### config.mk
export PLATFORM = sky130hd
export DESIGN_NAME = bsa_boot_alloc
export DESIGN_NICKNAME = d
export VERILOG_FILES = /design/src/bsa_pkg.sv /design/src/bsa_alloc_if.sv /design/src/bsa_boot_alloc.sv /design/src/bsa_addr_calc.sv
export SDC_FILE = /design/constraint.sdc
export NUM_CORES = 1
export LEC_CHECK = 0
export BUFFER_PORTS_ARGS = -buffer_cell sky130_fd_sc_hd__buf_2
export CAP_MARGIN = 25
export CORE_MARGIN = 8
export CORE_UTILIZATION = 50
export CTS_CLUSTER_SIZE = 30
export DETAILED_ROUTE_END_ITERATION = 10
export PLACE_DENSITY = 0.76
export SYNTH_ARGS = -nofsm -noshare
export SYNTH_HDL_FRONTEND = slang
export SYNTH_SLANG_ARGS = --single-unit
### constraint.sdc
create_clock -name i_clk -period 2.6 [get_ports i_clk]
set_input_delay 0.52 -clock i_clk [delete_from_list [all_inputs] [get_ports i_clk]]
set_output_delay 0.52 -clock i_clk [all_outputs]
set_load 0.01 [all_outputs]
### src/bsa_pkg.sv
package bsa_pkg;
  localparam int unsigned CLK_MHZ          = 250;
  localparam int unsigned BATT_OK_SEC      = 30;
  localparam int unsigned DEBOUNCE_US      = 1;
  localparam longint unsigned BATT_OK_CYC  = longint'(BATT_OK_SEC) * CLK_MHZ * 1000000;
  localparam int unsigned DEBOUNCE_CYC     = DEBOUNCE_US * CLK_MHZ;
  localparam int unsigned SLOT_W           = 5;
  localparam int unsigned MAX_SLOTS        = 32;
  localparam int unsigned MAX_CFG_ROW      = 8;
  localparam int unsigned ADDR_W           = 13;
  localparam logic [12:0] ADDR_MAX         = 13'h1fff;
  localparam int unsigned IMG_W            = 8;
  localparam logic [7:0]  IMG_MAX          = 8'hff;
  localparam logic [12:0] DIG_BASE         = 13'h000;
  localparam logic [12:0] ANA_BASE         = 13'h100;
  localparam int unsigned DIG_SHIFT        = 2;
  localparam int unsigned ANA_SHIFT        = 4;
  localparam logic [4:0]  DIG_SPAN         = 5'h04;
  localparam logic [4:0]  ANA_SPAN         = 5'h10;

  typedef enum logic [1:0] {
    BSA_MOD_NONE    = 2'h0,
    BSA_MOD_DIGITAL = 2'h1,
    BSA_MOD_ANALOG  = 2'h2,
    BSA_MOD_FUNC    = 2'h3
  } bsa_mod_e;

  typedef enum logic [2:0] {
    BSA_ST_POR     = 3'h0,
    BSA_ST_CLEAR   = 3'h1,
    BSA_ST_LOAD    = 3'h2,
    BSA_ST_DECIDE  = 3'h3,
    BSA_ST_STOP    = 3'h4,
    BSA_ST_RUN     = 3'h5
  } bsa_state_e;

  typedef enum logic [1:0] {
    BSA_SRC_NONE = 2'h0,
    BSA_SRC_CARD = 2'h1,
    BSA_SRC_PROT = 2'h2
  } bsa_src_e;
endpackage

### src/bsa_alloc_if.sv
interface bsa_alloc_if;
  import bsa_pkg::*;
  logic [SLOT_W-1:0] slot_idx;
  bsa_mod_e          kind;
  logic              hw_cfg;
  logic [ADDR_W-1:0] cfg_addr;
  logic [ADDR_W-1:0] start_addr;
  logic [4:0]        span;
  logic              in_range;
  modport core (output slot_idx, output kind, output hw_cfg, output cfg_addr,
                input start_addr, input span, input in_range);
  modport calc (input slot_idx, input kind, input hw_cfg, input cfg_addr,
                output start_addr, output span, output in_range);
endinterface

### src/bsa_boot_alloc.sv
// Operation
// after power-up follow the run/stop selector
// factory-reset state: stop-to-run enters run with no program
// valid configuration: run executes the battery-backed program
// lost backed memory forces a full memory reset at start-up
// after that reset, a present card loads code and data
// no card: load permanent protected blocks if any exist
// unbuffered start runs only if selector allows and handler exists
// unbuffered start logs an automatic full reset event
// depleted battery sets the fault flag and full reset
// flag clears only after 30 s powered with charged battery; the code also clears it on every reset
// digital modules addressed from zero ascending by slot
// unconfigured analog modules at even addresses from 256
// peripheral space 0..8191, images 0..255 each
// both images refresh at each program cycle end
// at most 8 configured per row, 32 per row overall
// module data reachable directly or via the images
// hardware configuration address replaces automatic allocation
// digital takes 4 bytes, other modules 16 bytes
// digital start is four times slot minus one
// other modules start at sixteen times slot minus one plus 256
// mode selector synchronised, debounced, sampled at reset end and on change
module bsa_boot_alloc
  import bsa_pkg::*;
#(
  parameter longint unsigned BATT_OK_CYCLES = BATT_OK_CYC
) (
  // clock and reset
  input  wire logic              i_clk,
  input  wire logic              i_rstn,
  // operator and power state (pins)
  input  wire logic              i_mode_run,
  input  wire logic              i_backup_valid,
  input  wire logic              i_battery_ok,
  input  wire logic              i_card_present,
  input  wire logic              i_prot_blocks,
  input  wire logic              i_handler_block,
  input  wire logic              i_valid_config,
  // firmware handshakes
  input  wire logic              i_clear_done,
  input  wire logic              i_load_done,
  input  wire logic              i_cycle_done,
  // slot scan
  input  wire logic              i_hw_cfg,
  input  wire logic [4:0]        i_slot,
  input  wire logic [1:0]        i_slot_kind,
  input  wire logic [12:0]       i_slot_cfg_addr,
  // peripheral access
  input  wire logic              i_acc_img,
  input  wire logic [12:0]       i_acc_addr,
  // state outputs
  output logic                   o_run,
  output logic                   o_program_loaded,
  output logic                   o_clear_req,
  output logic [1:0]             o_load_src,
  output logic                   o_load_req,
  output logic                   o_battery_fault_flag,
  output logic                   o_log_auto_reset,
  output logic                   o_image_refresh,
  // allocation outputs
  output logic [12:0]            o_slot_addr,
  output logic [4:0]             o_slot_span,
  output logic                   o_slot_ok,
  output logic                   o_acc_ok
);
  bsa_state_e st_q;
  bsa_state_e st_d;

  // pin synchronisers keep running through reset so the start state sees real pins
  logic [6:0] pin_s1_q;
  logic [6:0] pin_s2_q;
  always_ff @(posedge i_clk) begin
    pin_s1_q <= {i_mode_run, i_backup_valid, i_battery_ok, i_card_present,
                 i_prot_blocks, i_handler_block, i_valid_config};
    pin_s2_q <= pin_s1_q;
  end
  logic mode_s, backup_s, batt_s, card_s, prot_s, hand_s, cfg_s;
  assign {mode_s, backup_s, batt_s, card_s, prot_s, hand_s, cfg_s} = pin_s2_q;

  // mode selector debounce
  logic [15:0] deb_cnt_q;
  logic        mode_q;
  logic        first_q;
  always_ff @(posedge i_clk) begin
    if (!i_rstn) begin
      deb_cnt_q <= '0;
      mode_q    <= 1'b0;
    end else if (first_q) begin
      deb_cnt_q <= '0;
      mode_q    <= mode_s;
    end else if (mode_s == mode_q) begin
      deb_cnt_q <= '0;
    end else if (deb_cnt_q >= 16'(DEBOUNCE_CYC - 1)) begin
      deb_cnt_q <= '0;
      mode_q    <= mode_s;
    end else begin
      deb_cnt_q <= deb_cnt_q + 16'h1;
    end
  end

  // first sample after reset release is taken straight from the synchroniser
  logic mode_ok;
  always_ff @(posedge i_clk) begin
    if (!i_rstn) first_q <= 1'b1;
    else if (st_q == BSA_ST_POR) first_q <= 1'b0;
  end
  assign mode_ok = (st_q == BSA_ST_POR) ? mode_s : mode_q;

  // unbuffered start flag and power-on snapshot
  logic unbuf_q;
  logic fault_q;
  logic [35:0] up_cnt_q;
  always_ff @(posedge i_clk) begin
    if (!i_rstn) begin
      unbuf_q <= 1'b0;
    end else if (st_q == BSA_ST_POR) begin
      unbuf_q <= !backup_s || !batt_s || fault_q;
    end
  end

  // battery fault flag: caught at start, cleared after a long charged run
  always_ff @(posedge i_clk) begin
    if (!i_rstn) begin
      fault_q  <= 1'b0;
      up_cnt_q <= '0;
    end else begin
      if (st_q == BSA_ST_POR && !batt_s) begin
        fault_q <= 1'b1;
      end else if (fault_q && up_cnt_q >= 36'(BATT_OK_CYCLES - 1)) begin
        fault_q <= 1'b0;
      end
      if (!batt_s || !fault_q) up_cnt_q <= '0;
      else                     up_cnt_q <= up_cnt_q + 36'h1;
    end
  end
  // a power cycle is a reset; the fault must survive it, so the flag is
  // retained by the caller only through i_battery_ok staying low
  assign o_battery_fault_flag = fault_q;

  // start-up sequencer
  always_comb begin
    st_d = st_q;
    case (st_q)
      BSA_ST_POR:    st_d = (!backup_s || !batt_s) ? BSA_ST_CLEAR : BSA_ST_DECIDE;
      BSA_ST_CLEAR:  if (i_clear_done) st_d = (card_s || prot_s) ? BSA_ST_LOAD : BSA_ST_DECIDE;
      BSA_ST_LOAD:   if (i_load_done) st_d = BSA_ST_DECIDE;
      BSA_ST_DECIDE: begin
        if (unbuf_q) st_d = (mode_ok && hand_s) ? BSA_ST_RUN : BSA_ST_STOP;
        else         st_d = mode_ok ? BSA_ST_RUN : BSA_ST_STOP;
      end
      BSA_ST_STOP:   if (mode_ok && !(unbuf_q && !hand_s)) st_d = BSA_ST_RUN;
      BSA_ST_RUN:    if (!mode_ok) st_d = BSA_ST_STOP;
      default:       st_d = BSA_ST_POR;
    endcase
  end

  always_ff @(posedge i_clk) begin
    if (!i_rstn) st_q <= BSA_ST_POR;
    else         st_q <= st_d;
  end

  // load source selection
  logic [1:0] src_q;
  always_ff @(posedge i_clk) begin
    if (!i_rstn) begin
      src_q <= BSA_SRC_NONE;
    end else if (st_q == BSA_ST_CLEAR && i_clear_done) begin
      if (card_s)      src_q <= BSA_SRC_CARD;
      else if (prot_s) src_q <= BSA_SRC_PROT;
      else             src_q <= BSA_SRC_NONE;
    end
  end

  // program presence: battery-backed program or loaded image
  logic prog_q;
  always_ff @(posedge i_clk) begin
    if (!i_rstn) begin
      prog_q <= 1'b0;
    end else if (st_q == BSA_ST_POR) begin
      prog_q <= backup_s && batt_s && cfg_s;
    end else if (st_q == BSA_ST_CLEAR) begin
      prog_q <= 1'b0;
    end else if (st_q == BSA_ST_LOAD && i_load_done) begin
      prog_q <= 1'b1;
    end
  end

  // event log pulse
  logic log_q;
  always_ff @(posedge i_clk) begin
    if (!i_rstn) log_q <= 1'b0;
    else         log_q <= (st_q == BSA_ST_POR) && (!backup_s || !batt_s);
  end

  // image refresh pulse at each completed cycle
  logic refr_q;
  always_ff @(posedge i_clk) begin
    if (!i_rstn) refr_q <= 1'b0;
    else         refr_q <= (st_q == BSA_ST_RUN) && i_cycle_done;
  end

  assign o_run            = (st_q == BSA_ST_RUN);
  assign o_program_loaded = prog_q && (st_q == BSA_ST_RUN || st_q == BSA_ST_STOP);
  assign o_clear_req      = (st_q == BSA_ST_CLEAR);
  assign o_load_req       = (st_q == BSA_ST_LOAD);
  assign o_load_src       = src_q;
  assign o_log_auto_reset = log_q;
  assign o_image_refresh  = refr_q;

  // slot address allocation
  bsa_alloc_if alloc ();
  bsa_addr_calc u_calc (.a(alloc));
  logic slot_lim;
  assign slot_lim = i_hw_cfg ? (i_slot < SLOT_W'(MAX_CFG_ROW)) : 1'b1;
  assign alloc.slot_idx = i_slot;
  assign alloc.kind     = bsa_mod_e'(i_slot_kind);
  assign alloc.hw_cfg   = i_hw_cfg;
  assign alloc.cfg_addr = i_slot_cfg_addr;

  logic [12:0] addr_q;
  logic [4:0]  span_q;
  logic        ok_q;
  logic        acc_q;
  always_ff @(posedge i_clk) begin
    if (!i_rstn) begin
      addr_q <= '0;
      span_q <= '0;
      ok_q   <= 1'b0;
      acc_q  <= 1'b0;
    end else begin
      addr_q <= alloc.start_addr;
      span_q <= alloc.span;
      ok_q   <= alloc.in_range && slot_lim;
      acc_q  <= i_acc_img ? (i_acc_addr <= 13'(IMG_MAX)) : (i_acc_addr <= ADDR_MAX);
    end
  end
  assign o_slot_addr = addr_q;
  assign o_slot_span = span_q;
  assign o_slot_ok   = ok_q;
  assign o_acc_ok    = acc_q;
endmodule // bsa_boot_alloc

### src/bsa_addr_calc.sv
module bsa_addr_calc
  import bsa_pkg::*;
(
  bsa_alloc_if.calc a
);
  logic [ADDR_W-1:0] auto_addr;

  always_comb begin
    a.span = DIG_SPAN;
    auto_addr = '0;
    case (a.kind)
      BSA_MOD_DIGITAL: begin
        a.span = DIG_SPAN;
        auto_addr = DIG_BASE + (ADDR_W'(a.slot_idx) << DIG_SHIFT);
      end
      BSA_MOD_ANALOG, BSA_MOD_FUNC: begin
        a.span = ANA_SPAN;
        auto_addr = ANA_BASE + (ADDR_W'(a.slot_idx) << ANA_SHIFT);
      end
      default: begin
        a.span = '0;
        auto_addr = '0;
      end
    endcase
  end

  // configured address overrides the slot formula
  assign a.start_addr = a.hw_cfg ? a.cfg_addr : auto_addr;
  assign a.in_range   = (a.kind != BSA_MOD_NONE) &&
                        ({1'b0, a.start_addr} + 14'(a.span) - 14'h1 <= {1'b0, ADDR_MAX});
endmodule // bsa_addr_calc

== Word level (Yosys, flattened, before mapping) ==
Cells that the tools add are included.
Cells by class
  bitwise gates (word level): 1
  reduce and logical (&&, ||, !) cells: 34
  equality and inequality tests: 14
  mux-type cells: 26
  order comparisons: 6
  div/mod/pow operators: 0
  multiply operators: 0
  add/subtract/negate cells: 5
  shift operators: 0
Operator list (count)
  36-bit by 1-bit adder with 36-bit output (second input constant): 1
  36-bit by 33-bit >= comparator with 1-bit output (second input constant): 1
  13-bit one-hot mux with 2 select lines: 1
  3-bit one-hot mux with 6 select lines: 1
  16-bit by 1-bit adder with 16-bit output (second input constant): 1
  16-bit by 8-bit >= comparator with 1-bit output (second input constant): 1
  1-bit two-way mux: 15
  13-bit by 5-bit adder with 14-bit output: 1
  14-bit by 13-bit <= comparator with 1-bit output (second input constant): 1
  1-bit logical AND: 14
  14-bit by 1-bit subtractor with 14-bit output (second input constant): 1
  13-bit <= comparator (second input constant): 1
  13-bit by 8-bit <= comparator with 1-bit output (second input constant): 1
  13-bit two-way mux: 1
  3-bit two-way mux: 4
  9-bit by 9-bit adder with 10-bit output (first input constant): 1
  2-bit inequality test (second input constant): 5
  5-bit one-hot mux with 2 select lines: 1
  3-bit by 2-bit equality test with 1-bit output (second input constant): 2
  3-bit equality test (second input constant): 2
  2-bit two-way mux: 3
  2-bit nonzero test: 3
  1-bit logical NOT: 5
  1-bit logical OR: 5
  12 further kinds: 14
Storage, ports and cells
  logic and storage cells: 103
  register bits after elaboration: 98
  memories kept: 0
  input bits: 47
  memory bits (read-only): 0
  bits in latches: 0
  output and inout port bits: 29
  memory bits (writable): 0

== Longest topological paths before layout ==
Gate-level depths: netlist of run 1.
  depth in word-level cells: 9
  mapped depth: 12
  gate-level depth less buffers: 11

== Modules after synthesis ==
Synthesis of run 1 repeated with hierarchy kept, for this count alone.
Unflattened totals
  cells, all modules: 488
  area, all modules: 4336.7 um2
Modules (own cells, without submodules)
  bsa_boot_alloc: instances 1, sequential area each 1961.9 um2, cells each 402, area each 3769.9 um2
  bsa_addr_calc: instances 1, sequential area each 0.0 um2, cells each 86, area each 566.8 um2

== Worst setup path after synthesis of run 1 ==
No wires, ideal clock.
  kind: in2reg
  from: in i_slot_kind[1]
  to: reg ok_q (netlist: o_slot_ok)
  arrival: 2.536 ns
  setup time: 0.137 ns
  path buffers: 1
  slack: -0.073 ns
  required time: 2.463 ns
  stages: 10
  cell sequence: clkbuf_1 nand2b_1 nor3b_1 a21oi_1 ha_1 fa_1 nand3b_1 a2111oi_0 a2111oi_0 mux2i_1
On the way
  longest elaborated chain between the ends: 9
  elaborated cells between the ends (all ways): 13
  classes of those cells: 2 x add/sub; 1 x order compare; 3 x eq/ne; 3 x mux; 4 x reduce/logical
Ends and longest elaborated chain
  from (decl): line bsa_boot_alloc.sv:46  | input wire logic [1:0] i_slot_kind,
  2-bit equality test: line bsa_addr_calc.sv:11  | case (a.kind)
  2-bit OR reduction: line bsa_addr_calc.sv:11
  13-bit one-hot mux with 2 select lines: line bsa_addr_calc.sv:11
  13-bit two-way mux: line bsa_addr_calc.sv:28  | assign a.start_addr = a.hw_cfg ? a.cfg_addr : auto_addr;
  13-bit by 5-bit adder with 14-bit output: line bsa_addr_calc.sv:30  | ({1'b0, a.start_addr} + 14'(a.span) - 14'h1 <= {1'b0, ADDR_MAX});
  14-bit by 1-bit subtractor with 14-bit output: line bsa_addr_calc.sv:30
  14-bit by 13-bit <= comparator with 1-bit output: line bsa_addr_calc.sv:30
  1-bit logical AND *: line bsa_addr_calc.sv:29  | assign a.in_range = (a.kind != BSA_MOD_NONE) &&
  1-bit logical AND *: line bsa_boot_alloc.sv:233  | ok_q <= alloc.in_range && slot_lim;
  to (signal assigned): line bsa_boot_alloc.sv:233
  to (decl): line bsa_boot_alloc.sv:222  | logic ok_q;
Mark *: on every way between the ends. The rest lies on a longest branch, timed or not.
A chain may end at the register's enable or synchronous reset.

== Worst setup path in the final report of run 1 ==
  from: in i_hw_cfg
  to: reg ok_q (netlist: o_slot_ok)
On the way
  longest elaborated chain between the ends: 6
  elaborated cells between the ends (all ways): 7
  classes of those cells: 2 x add/sub; 1 x order compare; 2 x mux; 2 x reduce/logical
Ends and longest elaborated chain
  from (decl): line bsa_boot_alloc.sv:44  | input wire logic i_hw_cfg,
  13-bit two-way mux: line bsa_addr_calc.sv:28
  13-bit by 5-bit adder with 14-bit output: line bsa_addr_calc.sv:30
  14-bit by 1-bit subtractor with 14-bit output: line bsa_addr_calc.sv:30
  14-bit by 13-bit <= comparator with 1-bit output: line bsa_addr_calc.sv:30
  1-bit logical AND: line bsa_addr_calc.sv:29
  1-bit logical AND *: line bsa_boot_alloc.sv:233
Marked as above.

==> results of run 1 <==
layout by cell type, fill, tap and decap left out, drive strengths merged, types with 6 or more instances in the layout:
master and count:
dfxtp 95, and2 10, xnor2 10, or4 7, nor2 52, buf 78, xor2 10, nand4 15
o31ai 6, o21ai 15, nand3 16, nor4 9, clkbuf 9, a31oi 7, ha 16, a21oi 26
nor3 10, inv 27, nand2 42, or3 9, and3 8, and4 8, conb 11
cell type report:
type,instances,area share [%]
Tap cell,105,2.68
Clock inverter,7,1.94
Multi-Input combinational cell,336,43.3
Inverter,24,1.84
Timing Repair Buffer,78,8.93
Sequential cell,95,38.8
Clock buffer,9,2.53
worst reg2reg max path: cells and delay by family (launching register included):
family | cells | cell delay (ns)
AOI/OAI and AO/OA | 3 | 0.84
DFF | 1 | 0.41
and+or+nand+nor | 1 | 0.37
adders and majority gates | 1 | 0.23
flip-flops by register name, indices dropped and copies added, names as in the netlist:
| signal | count |
|---|---|
| deb_cnt_q | 16 |
| first_q | 1 |
| mode_q | 1 |
| o_acc_ok | 1 |
| o_battery_fault_flag | 1 |
| o_image_refresh | 1 |
| o_load_src | 2 |
| o_log_auto_reset | 1 |
| o_slot_addr | 13 |
| o_slot_ok | 1 |
| o_slot_span | 2 |
| pin_s1_q | 7 |
| pin_s2_q | 7 |
| prog_q | 1 |
| st_q | 3 |
| unbuf_q | 1 |
| up_cnt_q | 36 |
routing by layer:
| layer | GRT usage (%) | share of wire [%] | up-vias |
|---|---|---|---|
| li1 | - | - | 1799 |
| met1 | 18.4 | 44 | 1661 |
| met2 | 27.9 | 47 | 99 |
| met3 | 5.15 | 7.9 | 12 |
| met4 | 5.25 | 1.1 | 0 |
| met5 | 0 | 0 | - |
stage by stage:
step / utilization (%) / setup WS, ns / setup TNS (ns) / hold WS, ns / std cells
final: 60.0 / 0.223 / 0 / 0.244 / 654
after global routing: 60.0 / 0.0745 / 0 / 0.216 / 654
after CTS: 60.0 / 0.188 / 0 / 0.231 / 654
after detailed placement: 57.3 / -0.208 / -0.208 / 0.314 / 638
after global placement: 57.3 / -0.133 / -0.133 / 0.310 / 638
after floorplan: - / 0.0153 / 0 / 0.310 / 477
power by group:
group	internal (W)	total, W	switching [W]
combinational	0.000149	0.000339	0.000190
clock	0.000475	0.00104	0.000570
sequential	0.00152	0.00156	0.0000444
logic make-up after synthesis:
| group | after synthesis |
|---|---|
| and+or+nand+nor | 202 |
| other | 1 |
| buffers and inverters | 46 |
| adders and majority gates | 17 |
| AOI/OAI and AO/OA | 81 |
| DFF | 95 |
| muxes | 5 |
| xor gates and xnor gates | 20 |
path summary, 6_finish.rpt:
check | start | to | depth (start not counted)
worst max-delay path | i_hw_cfg | o_slot_ok | 9
worst min-delay path | i_prot_blocks | pin_s1_q[2] | 1
worst max register to register | up_cnt_q[0] | o_battery_fault_flag | 5
worst min register to register | pin_s1_q[6] | pin_s2_q[6] | 0
==> metrics.txt, run 1 <==
outcome finished, final reports clean; post-synthesis mux area share under 10%; mean post-synth cell area 8.95 um^2; via density per instance 5.46; R2R Setup Slk 0.63 ns; CTS Buf Count 9; unrepaired setup endpoints after global routing false; Post-synth EDFFs 0; pin count of the biggest net entering global routing 20; Period minus WS final 2.38 ns; Synth cell types 57; crit path kind in -> reg; Worst-path clk slew 0.11 ns; ys flop type dfxtp_1; PD cells 601 mW/mm^2; area post-placement between 0.004 and 0.005 mm^2; # nets final between 600 and 700; initial drt markers 176; Post-Synthesis Cell Area 0.00418 mm^2; Vias around 3600; GRT Util Overall 16.1%; most numerous cell on the critical path a2111oi_0; Fillers between 700 and 800; Adder-Cell Fraction of Synth Area under 10%; global-route wire length before repair between 15000 and 20000 um; Post-CTS Resized 0; top-count cell post-synth dfxtp_1; design area 0.00490 mm^2; Die Area 0.0115 mm^2; max incr delay on CP approximately 0.40 ns; total power draw around 0.003 W; Synth Area in Compound Gates 12.6%; final setup fails 0; LEAKAGE 2.06 nW; setup bufs post-CTS 0; DP HPWL ~6800 um; Post-synth top cells 95 x dfxtp_1, 52 x nor2_1, 42 x nand2_1, 26 x a21oi_1, 23 x inv_1; Initial Utilization 51.1%; CP Cell Sequence buf_2 > nor3b_2 > a21oi_1 > ha_1 > fa_1 > nand3b_1 > a2111oi_0 > a2111oi_0 > mux2i_1; final worst-path cycle share 91.4%; CP top delay family compound AO/OA/AOI/OAI gates; GP Congestion 0.854; XOR/XNOR share of the synthesized area 4.19%; CTS H-tree lvls 3; # IOs 76; maxcap violations 0; Post-Syn Instances 467; Setup Skew 0.0127 ns; total gr overflow 0; CTS tree built; Worst-Skew Late Latency 0.36 ns; core area 0.00818 mm^2; Crit Path Max Fanout 15; Max Root-Sink Buffers 2; antenna violations before repair 0; f_max ~420 MHz; 1st-pass router iterations 4; number of global-route vias before repair 3457; CTS root buffer clkbuf_8; CP Launch Type input port; DRT Wirelength between 9000 and 10000 um; VDD IR-drop max 0.330 mV; num rows 33; slew margin rel. 55.2%; worst endpoint required time 2.84 ns; multi-input logic area roughly 0.0021 mm^2; wire per inst 14.1 um; sequential share of the synthesized area 45.5%; Worst Hold Class in -> reg; Die H 107 um; Sink Count 95; slowest CP cell a2111oi_0; Hold Violations, Final 0; Syn. warnings 0; WP buf/inv 1; Max Slew Vio Count 0; remaining antenna violation count after routing 0; CP Data Arrival Time 2.62 ns; largest family of logic cells by synthesized area simple AND/OR/NAND/NOR gates; P&R area growth vs syn 17.3%; Async S/R FF share, synth 0%; hold_buf cts 0; Worst setup EP type register; Simple-Gate Fraction of Synth Area roughly a quarter; Synth area leaders dfxtp_1 46%, ha_1 4.8%, nor2_1 4.7%; Worst Tran Pin Value 0.663 ns; Seq cells post-synth 95; share of post-route cells with drive strength above 1 about a fifth; n_diodes 0; area leader, netlist dfxtp_1; IO buf count 64; DRC 0; area share of the largest cell type after synthesis approximately 46%; FF+latch area 0.00190 mm^2; chip width 107 um
No activity file was read; power rests on OpenSTA's default activity.
==> inputs of run 2 (changes only) <==
--- a/config.mk
+++ b/config.mk
@@ -11,7 +11,8 @@
 export CORE_UTILIZATION = 50
 export CTS_CLUSTER_SIZE = 30
 export DETAILED_ROUTE_END_ITERATION = 10
-export PLACE_DENSITY = 0.76
+export PLACE_DENSITY = 0.75
 export SYNTH_ARGS = -nofsm -noshare
 export SYNTH_HDL_FRONTEND = slang
+export SYNTH_HIERARCHICAL = 1
 export SYNTH_SLANG_ARGS = --single-unit
==> metrics.txt, run 2 <==
commonest non-fill, non-tap cell in the layout dfxtp_1; Sink Count 98; chip width 109 um; most flop-heavy register up_cnt_q; Worst Hold Class in -> reg; P&R area growth vs syn 16.0%; DRT Wirelength 9180 um; total power draw approximately 0.0029 W; sequential share of the synthesized area 45.2%; crit path kind in -> reg; CP startpoint i_slot_kind[1]; CP Launch Type input port; Post-synth EDFFs 0; Hold WS 0.244 ns; mean post-synth cell area approximately 8.9 um^2; maxcap violations 0; Initial Utilization 50.7%; worst endpoint required time 2.87 ns; slew margin rel. 53.0%; outcome finished, final reports clean; area leader, netlist dfxtp_1; Synth area leaders dfxtp_1 45%, ha_1 4.6%, or4_1 4.0%; pin count of the biggest net entering global routing 28; CTS tree built; commonest cells after routing, fill and taps aside 98 x dfxtp_1, 67 x buf_2, 35 x nand2_1, 33 x inv_1, 33 x nor2_1; unrepaired setup endpoints after global routing false; share of post-route cells with drive strength above 1 19.2%; Post-Synthesis Cell Area 0.00434 mm^2; Fillers 740; Worst-Skew Late Latency 0.37 ns; Reg-to-Reg Start up_cnt_q[12]; hold path startpoint i_mode_run; final setup fails 0; remaining antenna violation count after routing 0; Synth cell types 54; Worst Tran Pin Value 0.697 ns; Period minus WS final 2.40 ns; GRT Util Overall 15.7%; PD cells 572 mW/mm^2; # nets final 627; CTS H-tree lvls 3; Max Slew Vio Count 0; Post-CTS Resized 0; Die H 109 um; Setup Skew 0.0146 ns; wire per inst 13.6 um; final worst-path cycle share 92.2%; DRC 0; ys flop type dfxtp_1; Die Area ~0.012 mm^2; Vias around 3700; # IOs 76; total gr overflow 0; DP HPWL roughly 6700 um; num rows 34; f_max about 420 MHz; Placed Instances 660; initial drt markers 310; Seq cells post-synth 98; number of flip-flops in the largest register 36; setup bufs post-CTS 0; Post-Syn Instances 488; R2R Setup Slk 0.48 ns; core area roughly 0.0086 mm^2; Non-Filler Instances around 680; Worst setup EP type register; antenna violations before repair 0; Worst-path clk slew 0.11 ns; 1st-pass router iterations 4; IO buf count between 60 and 70; design area a little over 0.005 mm^2; n_diodes 0; global-route wire length before repair between 15000 and 20000 um; VDD IR-drop max 0.370 mV; via density per instance 5.44; LEAKAGE 2.01 nW; Async S/R FF share, synth 0%; GP Congestion 0.858; area share of the largest cell type after synthesis between 40% and 50%; CP Data Arrival Time 2.66 ns; Max Root-Sink Buffers 2; CTS Buf Count 9; Syn. warnings 6; top-count cell post-synth dfxtp_1; hold_buf cts 0; CTS root buffer clkbuf_8; number of global-route vias before repair 3529; Hold Violations, Final 0; Crit Path Max Fanout 5; Post-synth top cells 98 x dfxtp_1, 35 x nand2_1, 33 x inv_1, 33 x nor2_1, 29 x a21oi_1; area post-placement 0.00483 mm^2
-- run 2: cell types whose count changed after synthesis, sizes merged, moves of 8 or more --
cell / before / now
nor2: 52 / 33
or4: 7 / 23
and2: 10 / 22
inv: 23 / 33
o31ai: 6 / 14
-- run 2: path summary, 6_finish.rpt --
check	end	depth (start not counted)
setup reg to reg	up_cnt_q[22]	5
setup / recovery	o_slot_ok	11
hold reg to reg	pin_s2_q[5]	0
hold / removal	pin_s1_q[6]	1
-- run 2: metal layers --
| layer | track usage [%] | up-vias | wire length (um) |
|---|---|---|---|
| li1 | - | 1859 | - |
| met1 | 18.3 | 1711 | 4020 |
| met2 | 27.2 | 98 | 4440 |
| met3 | 4.14 | 9 | 612 |
| met4 | 5.67 | 0 | 106 |
| met5 | 0 | - | 0 |
-- run 2: kinds of logic after synthesis --
logic type / after synthesis / synth area share [%]
multiplexers: 5 / 1.15
XOR/XNOR: 15 / 3.03
AND/OR/NAND/NOR: 201 / 25.9
buffers and inverters: 60 / 5.89
adder cells (fa/ha/maj): 17 / 5.08
flip-flops: 98 / 45.2
AO/OA/AOI/OAI: 90 / 13.6
other: 2 / 0.173
-- run 2: critical path: stages --
cell and delay (ns):
buf_2 0.11, nor2b_1 0.29, nand2_1 0.09, o21a_1 0.19, ha_1 0.31, fa_1 0.39
nand3b_1 0.19, a211oi_2 0.22, a2111oi_2 0.06, mux2i_1 0.11, and3_1 0.17
-- run 2: report_power, final --
part	switching, W	internal (W)	total, W	leakage, nW
logic	0.000158	0.000145	0.000302	1.10
clock network	0.000594	0.000382	0.000976	0.103
registers	0.0000416	0.00156	0.00160	0.804
-- run 2: per-stage QoR --
stage / setup TNS, ns / util [%] / setup WS [ns]
detailed placement: -0.168 / 56.5 / -0.168
CTS: 0 / 58.9 / 0.216
floorplan: 0 / - / 0.00351
finish: 0 / 58.9 / 0.203
global route: 0 / 58.9 / 0.0792
global placement: -0.115 / 56.5 / -0.115
-- run 2: layout make-up --
class                   count  area (um^2)  share of cell area (%)
clock inverters             7         81.3                    1.62
multi-input cells         339         2160                    42.9
well taps                 108          135                    2.69
repair buffers             82          448                    8.90
flip-flops and latches     98         1960                    39.0
clock buffers               9          124                    2.46
inverters                  33          124                    2.46
